File: src/sel_eq_pkg.sv
//----------------------------------------------------------------------
// Purpose: shared constants and carriers for input selection and
//          equalizer control registers
// Assumes: 8-bit register offsets and 8-bit data
// Notes:   all offsets and field positions are named here
//----------------------------------------------------------------------
package sel_eq_pkg;

  // --------------------------------------------------------------
  // register offsets
  // --------------------------------------------------------------
  localparam logic [7:0] OFF_CTRL_CHAN_TUNING_IN1 = 8'h46;
  localparam logic [7:0] OFF_FWD_CHAN_IMPEDANCE   = 8'h47;
  localparam logic [7:0] OFF_INPUT_SELECTION      = 8'h4C;
  localparam logic [7:0] OFF_EQ_TEST_MODE         = 8'h4D;
  localparam logic [7:0] OFF_EQ_LEVEL             = 8'h4E;
  // manual level register lives elsewhere; its offset only for reference
  localparam logic [7:0] OFF_MANUAL_EQ            = 8'h04;

  // --------------------------------------------------------------
  // field positions
  // --------------------------------------------------------------
  localparam int TERM_LSB       = 2;
  localparam int TERM_MSB       = 3;
  localparam int SEL_OVR_BIT    = 7;
  localparam int SEL_CHAN_BIT   = 6;
  localparam int EQ_BYPASS_BIT  = 6;
  localparam int EQ_LEVEL_LSB   = 4;
  localparam int EQ_LEVEL_MSB   = 7;

  // --------------------------------------------------------------
  // reset values and other fixed codes
  // --------------------------------------------------------------
  localparam logic [1:0] TERM_RST       = 2'h0;
  localparam logic [7:0] IMPEDANCE_RST  = 8'h00;
  localparam logic [7:0] IMPEDANCE_LONG = 8'h70;
  localparam logic       SEL_OVR_RST    = 1'b0;
  localparam logic       SEL_CHAN_RST   = 1'b0;
  localparam logic       EQ_BYPASS_RST  = 1'b0;
  localparam logic [3:0] EQ_LEVEL_RST   = 4'h0;
  localparam logic [3:0] EQ_LEVEL_MAX   = 4'hF;
  localparam logic [7:0] READ_ZERO      = 8'h00;

  // --------------------------------------------------------------
  // carriers
  // --------------------------------------------------------------
  typedef struct packed {
    logic       wr;
    logic       rd;
    logic [7:0] addr;
    logic [7:0] wdata;
  } reg_req_s;

  typedef struct packed {
    logic       locked;
    logic [3:0] level;
  } eq_status_s;

endpackage

File: src/input_select_eq_control.sv
//----------------------------------------------------------------------
// Purpose: control registers for serial input choice and equalizer
// Assumes: register port comes from the local control slave, one
//          access per cycle; pins synchronous to mclk
// Notes:   power_down_pin low holds every register at reset value except the tracker's lock history
//----------------------------------------------------------------------
// Behaviour
// - impedance field of second input resets zero, stores any written code, e.g. 70
// - override clear: active input follows the external select pin
// - override set: active input follows channel-select bit 6
// - channel-select 0 picks input 0, 1 picks input 1, resets 0
// - bypass set: adaption stops, manual equalizer level applied
// - bits 7:4 of level register read applied level, zero after reset
// - loss of lock restarts adaptive equalizer, and its readback when bypass is clear
`timescale 1ns/1ps
module input_select_eq_control
  import sel_eq_pkg::*;
(
  input  wire logic                   mclk,
  input  wire logic                   sys_rst,
  input  wire logic                   power_down_pin,
  input  wire logic                   select_pin,
  input  wire sel_eq_pkg::reg_req_s   reg_req,
  input  wire logic [3:0]             manual_eq_level,
  input  wire sel_eq_pkg::eq_status_s adaptive_status,
  output logic [7:0]                  rd_data_q,
  output logic                        rd_valid_q,
  output logic                        active_channel_q,
  output logic [7:0]                  second_serial_input_impedance_q,
  output logic [1:0]                  back_control_link_term_q,
  output logic                        eq_bypass_q,
  output logic [3:0]                  eq_level_q,
  output logic                        eq_restart_q
);

  // ------------------------------------------------------------
  // register state
  // ------------------------------------------------------------
  logic       sel_ovr_q;
  logic       sel_ovr_d;
  logic       sel_chan_q;
  logic       sel_chan_d;
  logic       eq_bypass_d;
  logic [7:0] impedance_d;
  logic [1:0] term_d;
  logic       active_channel_d;
  logic [7:0] rd_data_d;
  logic       rd_valid_d;
  logic       held_down;

  // pin is taken as synchronous; the host owns its sequencing
  assign held_down = !power_down_pin;

  always_comb
  begin
    sel_ovr_d   = sel_ovr_q;
    sel_chan_d  = sel_chan_q;
    eq_bypass_d = eq_bypass_q;
    impedance_d = second_serial_input_impedance_q;
    term_d      = back_control_link_term_q;
    rd_data_d   = READ_ZERO;
    rd_valid_d  = reg_req.rd && !held_down;
    if (held_down)
    begin
      sel_ovr_d   = SEL_OVR_RST;
      sel_chan_d  = SEL_CHAN_RST;
      eq_bypass_d = EQ_BYPASS_RST;
      impedance_d = IMPEDANCE_RST;
      term_d      = TERM_RST;
    end
    else
    begin
      if (reg_req.wr)
      begin
        // only named fields are stored; other bits fall away
        unique case (reg_req.addr)
          OFF_CTRL_CHAN_TUNING_IN1: term_d = reg_req.wdata[TERM_MSB:TERM_LSB];
          OFF_FWD_CHAN_IMPEDANCE:   impedance_d = reg_req.wdata;
          OFF_INPUT_SELECTION:
          begin
            sel_ovr_d  = reg_req.wdata[SEL_OVR_BIT];
            sel_chan_d = reg_req.wdata[SEL_CHAN_BIT];
          end
          OFF_EQ_TEST_MODE:         eq_bypass_d = reg_req.wdata[EQ_BYPASS_BIT];
          default:                  ;
        endcase
      end
      if (reg_req.rd)
      begin
        unique case (reg_req.addr)
          OFF_CTRL_CHAN_TUNING_IN1: rd_data_d[TERM_MSB:TERM_LSB] = back_control_link_term_q;
          OFF_FWD_CHAN_IMPEDANCE:   rd_data_d = second_serial_input_impedance_q;
          OFF_INPUT_SELECTION:
          begin
            rd_data_d[SEL_OVR_BIT]  = sel_ovr_q;
            rd_data_d[SEL_CHAN_BIT] = sel_chan_q;
          end
          OFF_EQ_TEST_MODE:         rd_data_d[EQ_BYPASS_BIT] = eq_bypass_q;
          OFF_EQ_LEVEL:             rd_data_d[EQ_LEVEL_MSB:EQ_LEVEL_LSB] = eq_level_q;
          default:                  ;
        endcase
      end
    end
    // channel 0 while held down so the link starts from a known input
    if (held_down)
      active_channel_d = SEL_CHAN_RST;
    else if (sel_ovr_q)
      active_channel_d = sel_chan_q;
    else
      active_channel_d = select_pin;
  end

  always_ff @(posedge mclk or posedge sys_rst)
  begin
    if (sys_rst)
    begin
      sel_ovr_q                       <= SEL_OVR_RST;
      sel_chan_q                      <= SEL_CHAN_RST;
      eq_bypass_q                     <= EQ_BYPASS_RST;
      second_serial_input_impedance_q <= IMPEDANCE_RST;
      back_control_link_term_q        <= TERM_RST;
      active_channel_q                <= SEL_CHAN_RST;
      rd_data_q                       <= READ_ZERO;
      rd_valid_q                      <= 1'b0;
    end
    else
    begin
      sel_ovr_q                       <= sel_ovr_d;
      sel_chan_q                      <= sel_chan_d;
      eq_bypass_q                     <= eq_bypass_d;
      second_serial_input_impedance_q <= impedance_d;
      back_control_link_term_q        <= term_d;
      active_channel_q                <= active_channel_d;
      rd_data_q                       <= rd_data_d;
      rd_valid_q                      <= rd_valid_d;
    end
  end

  // ------------------------------------------------------------
  // applied equalizer level
  // ------------------------------------------------------------
  // bypass register feeds the tracker so manual takes over one cycle after the bypass bit is stored
  eq_level_track u_eq_level_track
  (
    .mclk            (mclk),
    .sys_rst         (sys_rst),
    .clear           (held_down),
    .bypass          (eq_bypass_q),
    .manual_level    (manual_eq_level),
    .adaptive        (adaptive_status),
    .applied_level_q (eq_level_q),
    .restart_q       (eq_restart_q)
  );

  // ------------------------------------------------------------
  // checks
  // ------------------------------------------------------------
  a_impedance_store: assert property (@(posedge mclk) disable iff (sys_rst)
    (power_down_pin && reg_req.wr && reg_req.addr == OFF_FWD_CHAN_IMPEDANCE)
      |=> second_serial_input_impedance_q == $past(reg_req.wdata))
    else $error("impedance code not stored");

  a_pin_select: assert property (@(posedge mclk) disable iff (sys_rst)
    (power_down_pin && !sel_ovr_q) |=> active_channel_q == $past(select_pin))
    else $error("active input does not follow select pin");

  a_override_select: assert property (@(posedge mclk) disable iff (sys_rst)
    (power_down_pin && sel_ovr_q) |=> active_channel_q == $past(sel_chan_q))
    else $error("active input does not follow channel bit");

  a_chan_reset: assert property (@(posedge mclk) disable iff (sys_rst)
    !power_down_pin |=> !sel_chan_q && !sel_ovr_q && !active_channel_q)
    else $error("channel select not cleared in power down");

  a_bypass_manual: assert property (@(posedge mclk) disable iff (sys_rst)
    (power_down_pin && eq_bypass_q) |=> eq_level_q == $past(manual_eq_level))
    else $error("manual level not applied in bypass");

  a_level_readback: assert property (@(posedge mclk) disable iff (sys_rst)
    (power_down_pin && reg_req.rd && reg_req.addr == OFF_EQ_LEVEL)
      |=> rd_valid_q && rd_data_q == {$past(eq_level_q), 4'h0})
    else $error("level readback wrong");

  a_lock_restart: assert property (@(posedge mclk) disable iff (sys_rst)
    (power_down_pin && $fell(adaptive_status.locked)) |=> eq_restart_q)
    else $error("no restart after lock loss");

  a_reserved_zero: assert property (@(posedge mclk) disable iff (sys_rst)
    (reg_req.rd && reg_req.addr == OFF_INPUT_SELECTION) |=> rd_data_q[5:0] == 6'h00)
    else $error("reserved bits not zero");

  a_impedance_clear: assert property (@(posedge mclk) disable iff (sys_rst)
    !power_down_pin |=> second_serial_input_impedance_q == IMPEDANCE_RST)
    else $error("impedance code not cleared in power down");

  a_bypass_clear: assert property (@(posedge mclk) disable iff (sys_rst)
    !power_down_pin |=> !eq_bypass_q)
    else $error("bypass bit not cleared in power down");

  a_level_clear: assert property (@(posedge mclk) disable iff (sys_rst)
    !power_down_pin |=> eq_level_q == EQ_LEVEL_RST)
    else $error("applied level not cleared in power down");

  a_adaptive_level: assert property (@(posedge mclk) disable iff (sys_rst)
    (power_down_pin && !eq_bypass_q && adaptive_status.locked)
      |=> eq_level_q == $past(adaptive_status.level))
    else $error("adaptive level not applied");

  a_unlock_level: assert property (@(posedge mclk) disable iff (sys_rst)
    (power_down_pin && !eq_bypass_q && !adaptive_status.locked) |=> eq_level_q == EQ_LEVEL_RST)
    else $error("level not restarted while unlocked");

  a_restart_pulse: assert property (@(posedge mclk) disable iff (sys_rst)
    eq_restart_q |=> !eq_restart_q)
    else $error("restart longer than one cycle");

  a_term_read: assert property (@(posedge mclk) disable iff (sys_rst)
    (power_down_pin && reg_req.rd && reg_req.addr == OFF_CTRL_CHAN_TUNING_IN1)
      |=> rd_valid_q && rd_data_q == {4'h0, $past(back_control_link_term_q), 2'h0})
    else $error("termination readback wrong");

  a_test_mode_read: assert property (@(posedge mclk) disable iff (sys_rst)
    (power_down_pin && reg_req.rd && reg_req.addr == OFF_EQ_TEST_MODE)
      |=> rd_valid_q && rd_data_q == {1'b0, $past(eq_bypass_q), 6'h00})
    else $error("test mode readback wrong");

endmodule // input_select_eq_control

File: src/eq_level_track.sv
//----------------------------------------------------------------------
// Purpose: picks the equalizer level applied and restarts adaption
// Assumes: adaptive level arrives as a thermometer code
// Notes:   level reads zero while the link is unlocked and adaptive
//----------------------------------------------------------------------
`timescale 1ns/1ps
module eq_level_track
  import sel_eq_pkg::*;
(
  input  wire logic                   mclk,
  input  wire logic                   sys_rst,
  input  wire logic                   clear,
  input  wire logic                   bypass,
  input  wire logic [3:0]             manual_level,
  input  wire sel_eq_pkg::eq_status_s adaptive,
  output logic [3:0]                  applied_level_q,
  output logic                        restart_q
);

  logic [3:0] applied_level_d;
  logic       restart_d;
  logic       lock_prev_q;
  logic       lock_prev_d;

  always_comb
  begin
    lock_prev_d     = adaptive.locked;
    // a lock drop forces the adaptive loop to start over
    restart_d       = lock_prev_q && !adaptive.locked && !clear;
    // lock history keeps tracking in power down so a drop right after release still restarts
    if (clear)
    begin
      applied_level_d = EQ_LEVEL_RST;
    end
    else if (bypass)
      applied_level_d = manual_level;
    else if (!adaptive.locked)
      applied_level_d = EQ_LEVEL_RST;
    else
      applied_level_d = adaptive.level;
  end

  always_ff @(posedge mclk or posedge sys_rst)
  begin
    if (sys_rst)
    begin
      applied_level_q <= EQ_LEVEL_RST;
      restart_q       <= 1'b0;
      lock_prev_q     <= 1'b0;
    end
    else
    begin
      applied_level_q <= applied_level_d;
      restart_q       <= restart_d;
      lock_prev_q     <= lock_prev_d;
    end
  end

endmodule // eq_level_track

File: config.mk
export PLATFORM = sky130hd
export DESIGN_NAME = input_select_eq_control
export DESIGN_NICKNAME = d
export VERILOG_FILES = /design/src/sel_eq_pkg.sv /design/src/input_select_eq_control.sv /design/src/eq_level_track.sv
export SDC_FILE = /design/constraint.sdc
export NUM_CORES = 1
export LEC_CHECK = 0
export BUFFER_PORTS_ARGS = -buffer_cell sky130_fd_sc_hd__buf_2
export CORE_UTILIZATION = 50
export DETAILED_ROUTE_END_ITERATION = 10
export PLACE_DENSITY = 0.83
export SLEW_MARGIN = 20
export SYNTH_ARGS = -nofsm -noshare
export SYNTH_HDL_FRONTEND = slang
export SYNTH_HIERARCHICAL = 1
export SYNTH_SLANG_ARGS = --single-unit
File: constraint.sdc
create_clock -name mclk -period 2.3 [get_ports mclk]
set_input_delay 0.46 -clock mclk [delete_from_list [all_inputs] [get_ports mclk]]
set_output_delay 0.46 -clock mclk [all_outputs]
set_load 0.05 [all_outputs]
==> results.sh, run 1 <==
export IMPL_die_y_um=53.8
export IMPL_synth_avg_cell_area_um2=10.8
export IMPL_timing_rr_start="eq_bypass_q"
export IMPL_yosysUniqueCellTypes=32
export IMPL_outcome="finished clean"
export IMPL_io_buffers=56
export IMPL_synthCells=124
export IMPL_yosysWarnings=6
export IMPL_worst_ir_drop_vdd_mv=0.461
export IMPL_clk_latency_ns=0.32
export IMPL_final_cell_mix="buf_2 (56), dfrtp_1 (29), nand2_1 (27)"
export IMPL_r2r_end="rd_data_q[6]"
export IMPL_rsz0062_at_grt="no"
export IMPL_worst_slew_pin_slew_ns=0.881
export IMPL_whs_ns=0.0371
export IMPL_drt_pass1_iter_count=4
export IMPL_p_leak_nw=0.867
export IMPL_maxCapViolations=0
export IMPL_hold_violations=0
export IMPL_pin_count=57
export IMPL_finalSetupViolations=0
export IMPL_hp_class="primary input to async pin"
export IMPL_syn_nets=155
export IMPL_fp_dieW_um=53.8
export IMPL_cp_max_fo=6
export IMPL_gr_usage_met3=0.0621
export IMPL_rrSetupSlack_ns=1.19
export IMPL_vias_per_cell=5.33
export IMPL_final_common_cell="buf_2"
export IMPL_worstSetupPathType="primary input to register"
export IMPL_wire_per_inst_um=13.6
export IMPL_fin_area_mm2=0.00170
export IMPL_skew_ns=0.00839
export IMPL_synth_largest_area_cell="dfrtp_1"
export IMPL_dp_cells=207
export IMPL_path_clk_slew_ns=0.09
export IMPL_place_hpwl_um=2190
export IMPL_place_ws_ns=0.264
export IMPL_layout_cells_non_filler=214
export IMPL_yosysTopAreaCellShare=0.540
export IMPL_grt_pass1_wl_um=4460
export IMPL_grtUsageTotal=0.226
export IMPL_gpl_final_weighted_congestion=0.773
export IMPL_grt_overflow=0
export IMPL_clock_path_buffers=2
export IMPL_rows=18
export IMPL_cp_arrival_ns=1.93
export IMPL_cts_root_buf="clkbuf_4"
export IMPL_drc=0
export IMPL_min_period_ns=1.68
export IMPL_met2_usage=0.379
export IMPL_post_route_period_util=0.732
export IMPL_postPlaceCellArea_mm2=0.00165
export IMPL_cp_start_kind="primary input"
export IMPL_ys_top_cells_by_area="dfrtp_1 (54%), mux2i_1 (11%), nand2_1 (7.5%)"
export IMPL_ant_nets=0
export IMPL_core_mm2=0.00250
export IMPL_required_ns=2.55
export IMPL_max_freq_mhz=594
export IMPL_layout_nets=215
export IMPL_cts_setup_buffers=0
export IMPL_grt_busiest_layer="met2"
export IMPL_cp_startpoint="reg_req[13]"
export IMPL_drive_above_1_share=0.380
export IMPL_die_area_mm2=0.00290
export IMPL_fillers=202
export IMPL_synth_area_mm2=0.00134
export IMPL_ys_seq_area_frac=0.540
export IMPL_end_kind="register"
export IMPL_cts_tree="done"
export IMPL_antenna_cells=0
export IMPL_grt_pass1_vias=1035
export IMPL_antenna_found_initial=0
export IMPL_grt_max_degree=24
export IMPL_cts_resized=0
export IMPL_drt_iter0_drc=25
export IMPL_htreeDepth=2
export IMPL_relSlewSlack=0.412
export IMPL_setup_tns_ns=0
export IMPL_r2r_cells=3
export IMPL_syn_to_final_growth_pct=26.7
export IMPL_p_per_area_mw_per_mm2=543
export IMPL_initial_core_util=0.538
export IMPL_routed_wl_um=2910
export IMPL_cts_buffers=5
export IMPL_ys_ff_latch=29
export IMPL_cts_sinks=29
export IMPL_hold_buffers=0
export IMPL_use_met1=0.264
export IMPL_slew_violations=0
export IMPL_num_vias=1141
export IMPL_setup_ws_ns=0.616
==> worst max-delay path, cell delays in order <==
cell and delay [ns]:
buf_2 0.10, or4b_1 0.65, nor4_1 0.49, mux2i_1 0.24
==> per-layer routing <==
layer  routed length [µm]  part of all wire
met2                 1460              0.50
met1                 1240              0.43
met3                  159             0.055
met5                    0                 0
met4                   47             0.016
==> final cells by class <==
| cell class | count | area, µm² | share of cell area |
|---|---|---|---|
| clock buffers | 7 | 55.1 | 0.0323 |
| inverters | 5 | 18.8 | 0.0110 |
| multi-input cells | 83 | 556 | 0.326 |
| flip-flops and latches | 29 | 726 | 0.426 |
| well taps | 30 | 37.5 | 0.0220 |
| repair buffers | 60 | 310 | 0.182 |
==> sequential cells by signal (all words and copies together), names as in the netlist <==
register,cells
rd_data_q,8
second_serial_input_impedance_q,8
u_eq_level_track/applied_level_q,4
back_control_link_term_q,2
active_channel_q,1
eq_bypass_q,1
rd_valid_q,1
sel_chan_q,1
sel_ovr_q,1
u_eq_level_track/lock_prev_q,1
u_eq_level_track/restart_q,1
==> cell families (layout without fill, tap and decap cells) <==
logic type / Yosys count / count (layout) / synth area share
multiplexers: 17 / 17 / 0.128
XOR/XNOR: 1 / 1 / 0.00652
buffers and inverters: 12 / 72 / 0.0465
flip-flops: 29 / 29 / 0.540
AO/OA/AOI/OAI: 11 / 11 / 0.0521
AND/OR/NAND/NOR: 54 / 54 / 0.226
==> where the power goes <==
group	leakage, nW	switching (mW)	internal [mW]
Combinational	0.437	0.0690	0.0362
Sequential	0.398	0.00246	0.516
Clock	0.0314	0.157	0.144
Total	0.867	0.229	0.696
==> worst max path at each step <==
stage	to	slack (ns)	cells past startpoint
after CTS	back_control_link_term_q[0]	0.61	4
final	back_control_link_term_q[0]	0.62	4
after floorplan	second_serial_input_impedance_q[0]	0.36	4
after detailed placement	back_control_link_term_q[0]	0.26	4
after global routing	rd_data_q[0]	0.52	4
after global placement	back_control_link_term_q[0]	0.31	4
==> synth_stat cells <==
master and count:
nor4_1 3, clkbuf_1 2, nor3_1 2, nand2_1 27, o21ai_0 1, o311ai_0 1, nand3b_1 6, nor2b_1 2
nand4b_1 1, and3b_1 2, nand3_1 1, inv_1 5, a22oi_1 2, a21oi_1 5, or2_2 1, a211oi_1 1
nor4b_1 1, nor3b_1 3, clkbuf_2 1, buf_2 1, or4b_1 1, mux2_2 2, nor4_4 1, o41ai_1 1
dfrtp_1 29, buf_6 1, nor2_1 1, nand2b_1 1, xor2_1 1, and2_1 1, buf_4 2, mux2i_1 15
==> per-stage QoR <==
step / power [mW] / utilization
2_1_floorplan: 0.594 / -
3_3_place_gp: 0.630 / 0.659
3_5_place_dp: 0.634 / 0.659
4_1_cts: 0.935 / 0.681
5_1_grt: 0.965 / 0.681
6_report: 0.924 / 0.681
No activity file was read; power rests on OpenSTA's default activity.
==> inputs of run 2 (changes only) <==
--- a/config.mk
+++ b/config.mk
@@ -6,9 +6,9 @@
 export NUM_CORES = 1
 export LEC_CHECK = 0
 export BUFFER_PORTS_ARGS = -buffer_cell sky130_fd_sc_hd__buf_2
-export CORE_UTILIZATION = 50
+export CORE_UTILIZATION = 47
 export DETAILED_ROUTE_END_ITERATION = 10
-export PLACE_DENSITY = 0.83
+export PLACE_DENSITY = 0.79
 export SLEW_MARGIN = 20
 export SYNTH_ARGS = -nofsm -noshare
 export SYNTH_HDL_FRONTEND = slang
==> constraint.sdc (replaced) <==
create_clock -name mclk -period 1.6 [get_ports mclk]
set_input_delay 0.32 -clock mclk [delete_from_list [all_inputs] [get_ports mclk]]
set_output_delay 0.32 -clock mclk [all_outputs]
set_load 0.05 [all_outputs]
==> results.sh, run 2 (same netlist as run 1, synthesis figures left out) <==
export IMPL_grt_busiest_layer="met2"
export IMPL_gpl_final_weighted_congestion=0.779
export IMPL_met2_usage=0.365
export IMPL_whs_ns=0.175
export IMPL_vias_per_cell=5.30
export IMPL_grtUsageTotal=0.219
export IMPL_grt_overflow=0
export IMPL_skew_ns=0.0130
export IMPL_max_freq_mhz=674
export IMPL_grt_max_degree=24
export IMPL_worst_slew_pin_slew_ns=0.308
export IMPL_p_leak_nw=0.898
export IMPL_path_cells="buf_2"
export IMPL_cts_setup_buffers=0
export IMPL_cp_startpoint="eq_bypass_q"
export IMPL_clk_latency_ns=0.32
export IMPL_outcome="finished clean"
export IMPL_cts_tree="done"
export IMPL_initial_core_util=0.492
export IMPL_layout_cells_non_filler=220
export IMPL_final_cell_mix="buf_2 (56), dfrtp_1 (29), nand2_1 (27)"
export IMPL_cp_top_family="flip-flops"
export IMPL_relSlewSlack=0.792
export IMPL_path_buf_inv=1
export IMPL_antenna_cells=0
export IMPL_die_y_um=55.5
export IMPL_required_ns=1.28
export IMPL_grt_pass1_wl_um=5260
export IMPL_drt_pass1_iter_count=4
export IMPL_end_kind="output pin"
export IMPL_cp_max_fo=11
export IMPL_regArea_um2=726
export IMPL_path_clk_slew_ns=0.10
export IMPL_cts_root_buf="clkbuf_4"
export IMPL_drc=0
export IMPL_htreeDepth=2
export IMPL_die_area_mm2=0.00308
export IMPL_syn_to_final_growth_pct=30.6
export IMPL_rsz0062_at_grt="no"
export IMPL_top_regs="rd_data_q: 8 flops, second_serial_input_impedance_q: 8 flops, u_eq_level_track/applied_level_q: 4 flops"
export IMPL_final_core_util=0.642
export IMPL_rrSetupSlack_ns=0.45
export IMPL_place_hpwl_um=2300
export IMPL_post_route_period_util=0.927
export IMPL_antenna_found_initial=0
export IMPL_ant_nets=0
export IMPL_slew_violations=0
export IMPL_drt_iter0_drc=42
export IMPL_dp_cells=211
export IMPL_wire_per_inst_um=14.1
export IMPL_hold_violations=0
export IMPL_num_vias=1166
export IMPL_rows=19
export IMPL_cp_arrival_ns=1.16
export IMPL_maxCapViolations=0
export IMPL_worstSetupPathType="register to output pin"
export IMPL_worst_ir_drop_vdd_mv=0.589
export IMPL_multi_input_area_um2=559
export IMPL_r2r_cells=3
export IMPL_cts_buffers=5
export IMPL_min_period_ns=1.48
export IMPL_drive_above_1_share=0.402
export IMPL_clock_path_buffers=2
export IMPL_r2r_end="rd_data_q[6]"
export IMPL_pin_count=57
export IMPL_timing_rr_start="eq_bypass_q"
export IMPL_endpoint="eq_bypass_q"
export IMPL_crit_cells=1
export IMPL_cp_start_kind="register"
export IMPL_gr_usage_met3=0.0632
export IMPL_use_met1=0.269
export IMPL_fillers=219
export IMPL_final_common_cell="buf_2"
export IMPL_io_buffers=56
export IMPL_finalSetupViolations=0
export IMPL_p_per_area_mw_per_mm2=803
export IMPL_cpPeakStageDelay_ns=0.52
export IMPL_fp_dieW_um=55.5
export IMPL_cts_sinks=29
export IMPL_grt_pass1_vias=1212
export IMPL_routed_wl_um=3110
export IMPL_layout_nets=219
export IMPL_hp_class="primary input to register"
export IMPL_core_mm2=0.00273
export IMPL_cpMaxStageDelayCell="dfrtp_1"
## run 2: changes by cell type in the layout (fill, tap and decap cells not counted), sizes merged
cell / delta
buf: +3
clkinv: +1
dlygate4sd3: +1
## run 2: repair_timing
item	CTS	global route
hold endpoints to repair	6	0
endpoints found under the setup margin	0	3
gates resized for setup	0	1
hold buffers	1	0
## run 2: power breakdown
group	internal, mW	switching [mW]	leakage (nW)
Clock	0.254	0.251	0.0413
Combinational	0.0576	0.102	0.458
Sequential	0.741	0.00342	0.398
Total	1.05	0.356	0.898
## run 2: area by class of cell
| class | instances | area share |
|---|---|---|
| clock inverters | 1 | 0.00285 |
| well taps | 31 | 0.0221 |
| clock buffers | 7 | 0.0371 |
| inverters | 5 | 0.0107 |
| multi-input cells | 83 | 0.319 |
| repair buffers | 64 | 0.195 |
| flip-flops and latches | 29 | 0.413 |
## run 2: per-layer routing
metal | vias up | share of wire | routed length, µm
li1 | 554 | - | -
met1 | 561 | 0.43 | 1330
met2 | 43 | 0.50 | 1560
met3 | 8 | 0.052 | 160
met4 | 0 | 0.018 | 56
met5 | - | 0 | 0
## run 2: worst min-delay path by stage
stage / from / slack [ns] / cells past startpoint / endpoint
after floorplan: sys_rst / 0.11 / 1 / u_eq_level_track/applied_level_q[0]
after global placement: sys_rst / 0.24 / 2 / u_eq_level_track/applied_level_q[0]
after detailed placement: sys_rst / 0.26 / 2 / u_eq_level_track/applied_level_q[1]
after CTS: adaptive_status[4] / 0.17 / 1 / u_eq_level_track/lock_prev_q
after global routing: adaptive_status[4] / 0.16 / 1 / u_eq_level_track/lock_prev_q
final: adaptive_status[4] / 0.18 / 1 / u_eq_level_track/lock_prev_q
## run 2: per-stage QoR
step | worst slack, ns | power [mW] | TNS, ns | cell area, µm²
3_3_place_gp | -0.185 | 0.910 | -3.43 | 1670
2_1_floorplan | -0.204 | 0.853 | -2.53 | 1350
4_1_cts | 0.0657 | 1.41 | 0 | 1750
6_report | 0.116 | 1.41 | 0 | 1760
5_1_grt | 0.0530 | 1.47 | 0 | 1760
3_5_place_dp | -0.262 | 0.916 | -4.33 | 1670
==> inputs of run 3 (changes only) <==
--- a/config.mk
+++ b/config.mk
@@ -6,11 +6,10 @@
 export NUM_CORES = 1
 export LEC_CHECK = 0
 export BUFFER_PORTS_ARGS = -buffer_cell sky130_fd_sc_hd__buf_2
-export CORE_UTILIZATION = 47
+export CORE_UTILIZATION = 46
 export DETAILED_ROUTE_END_ITERATION = 10
-export PLACE_DENSITY = 0.79
+export PLACE_DENSITY = 0.88
 export SLEW_MARGIN = 20
 export SYNTH_ARGS = -nofsm -noshare
 export SYNTH_HDL_FRONTEND = slang
-export SYNTH_HIERARCHICAL = 1
 export SYNTH_SLANG_ARGS = --single-unit
==> results.sh, run 3 <==
export IMPL_cpPeakStageDelay_ns=0.51
export IMPL_grt_overflow=0
export IMPL_initial_core_util=0.484
export IMPL_die_area_mm2=0.00309
export IMPL_cts_sinks=29
export IMPL_yosysWarnings=0
export IMPL_clk_latency_ns=0.31
export IMPL_post_route_period_util=0.911
export IMPL_ys_ff_latch=29
export IMPL_hold_violations=0
export IMPL_yosysTopAreaCellShare=0.549
export IMPL_die_y_um=55.6
export IMPL_max_freq_mhz=686
export IMPL_hp_class="primary input to async pin"
export IMPL_worst_ir_drop_vdd_mv=0.544
export IMPL_cp_start_kind="register"
export IMPL_fp_dieW_um=55.6
export IMPL_worst_slew_pin_slew_ns=0.343
export IMPL_layout_nets=209
export IMPL_required_ns=1.28
export IMPL_drive_above_1_share=0.410
export IMPL_yosysUniqueCellTypes=29
export IMPL_drc=0
export IMPL_rrSetupSlack_ns=0.54
export IMPL_syn_nets=146
export IMPL_cts_resized=0
export IMPL_vias_per_cell=5.38
export IMPL_setup_tns_ns=0
export IMPL_synth_largest_area_cell="dfrtp_1"
export IMPL_grt_pass1_wl_um=5000
export IMPL_syn_to_final_growth_pct=29.1
export IMPL_ant_nets=0
export IMPL_top_regs="rd_data_q: 8 flops, second_serial_input_impedance_q: 8 flops, u_eq_level_track.applied_level_q: 4 flops"
export IMPL_antenna_cells=0
export IMPL_path_buf_inv=1
export IMPL_synth_enable_flop_cells=0
export IMPL_final_cell_mix="buf_2 (56), dfrtp_1 (29), nand2_1 (24)"
export IMPL_worstSetupPathType="register to output pin"
export IMPL_rows=19
export IMPL_maxCapViolations=0
export IMPL_core_mm2=0.00273
export IMPL_min_period_ns=1.46
export IMPL_final_core_util=0.625
export IMPL_cp_max_fo=9
export IMPL_synth_avg_cell_area_um2=11.5
export IMPL_synth_common_cells="dfrtp_1 (29), nand2_1 (24), mux2i_1 (15)"
export IMPL_grt_max_degree=30
export IMPL_io_buffers=56
export IMPL_fillers=221
export IMPL_rsz0062_at_grt="no"
export IMPL_grt_pass1_vias=1123
export IMPL_hold_buffers=0
export IMPL_p_per_area_mw_per_mm2=782
export IMPL_synth_main_ff_cell="dfrtp_1"
export IMPL_routed_wl_um=3030
export IMPL_skew_ns=0.0104
export IMPL_relSlewSlack=0.768
export IMPL_cts_setup_buffers=0
export IMPL_htreeDepth=2
export IMPL_yosysMostFrequentCell="dfrtp_1"
export IMPL_antenna_found_initial=0
export IMPL_cp_top_family="flip-flops"
export IMPL_num_vias=1125
export IMPL_whs_ns=0.0561
export IMPL_r2r_cells=3
export IMPL_finalSetupViolations=0
export IMPL_end_kind="output pin"
export IMPL_clock_path_buffers=2
export IMPL_ys_top_cells_by_area="dfrtp_1 (55%), mux2i_1 (11%), nand2_1 (6.8%)"
export IMPL_r2r_end="u_eq_level_track.applied_level_q[3]"
export IMPL_cp_arrival_ns=1.14
export IMPL_wire_per_inst_um=14.5
export IMPL_cpMaxStageDelayCell="dfrtp_1"
export IMPL_slew_violations=0
export IMPL_place_hpwl_um=2360
export IMPL_path_clk_slew_ns=0.09
export IMPL_cts_tree="done"
export IMPL_drt_iter0_drc=36
export IMPL_synth_area_mm2=0.00132
export IMPL_cts_root_buf="clkbuf_4"
export IMPL_path_cells="buf_2"
export IMPL_p_leak_nw=0.900
export IMPL_synthCells=115
export IMPL_gpl_final_weighted_congestion=0.890
export IMPL_cts_buffers=5
export IMPL_drt_pass1_iter_count=4
export IMPL_timing_rr_start="eq_bypass_q"
export IMPL_pin_count=57
export IMPL_synth_async_reset_ratio=1.00
export IMPL_grtUsageTotal=0.220
export IMPL_outcome="finished clean"
export IMPL_final_common_cell="buf_2"
export IMPL_ys_seq_area_frac=0.549
[run 3: metal layers]
metal / vias to the layer above / share of wire / track usage
met5: - / 0 / 0
met4: 0 / 0.022 / 0.150
met3: 7 / 0.055 / 0.0651
met2: 46 / 0.50 / 0.351
met1: 544 / 0.42 / 0.254
li1: 528 / - / -
[run 3: cells by family (layout without fill, tap and decap cells)]
| group | count (synthesis) | count (layout) | share of synthesized area |
|---|---|---|---|
| flops | 29 | 29 | 0.549 |
| simple gates | 52 | 52 | 0.236 |
| mux | 17 | 17 | 0.131 |
| compound gates | 11 | 11 | 0.0624 |
| buf+inv | 6 | 69 | 0.0227 |
[run 3: area by class of cell]
| class | instances | area (µm²) | share of cell area |
|---|---|---|---|
| sequential | 29 | 726 | 0.425 |
| multi-input combinational | 80 | 567 | 0.332 |
| timing repair buffer | 61 | 318 | 0.186 |
| clock buffer | 7 | 55.1 | 0.0322 |
| tap | 31 | 38.8 | 0.0227 |
| inverter | 1 | 3.75 | 0.00220 |
[run 3: report_power, final]
| part | leakage, nW | internal, mW | switching (mW) | total (mW) |
|---|---|---|---|---|
| Clock | 0.0314 | 0.207 | 0.225 | 0.432 |
| Sequential | 0.398 | 0.741 | 0.00335 | 0.744 |
| Combinational | 0.470 | 0.0578 | 0.100 | 0.158 |
[run 3: stage by stage]
stage	instances	instance area, µm²	worst slack, ns	total power [mW]
after global placement	202	1650	-0.0522	0.912
after detailed placement	202	1650	-0.114	0.917
after CTS	209	1710	0.122	1.35
after floorplan	115	1320	0.104	0.849
final	209	1710	0.143	1.34
after global routing	209	1710	0.0809	1.40
[run 3: how the worst max path moves through the flow]
stage / slack [ns] / start / endpoint / depth (start not counted)
6_report: 0.14 / eq_bypass_q / eq_bypass_q / 1
3_5_place_dp: -0.11 / reg_req[13] / second_serial_input_impedance_q[2] / 5
5_1_grt: 0.08 / eq_bypass_q / eq_bypass_q / 1
4_1_cts: 0.12 / eq_bypass_q / eq_bypass_q / 1
2_1_floorplan: 0.10 / reg_req[13] / second_serial_input_impedance_q[6] / 4
3_3_place_gp: -0.05 / reg_req[13] / second_serial_input_impedance_q[2] / 5
[run 3: tightest hold or removal path, cell delays in order]
cell,delay [ns]
buf_2,0.09
inv_1,0.04
buf_4,0.33
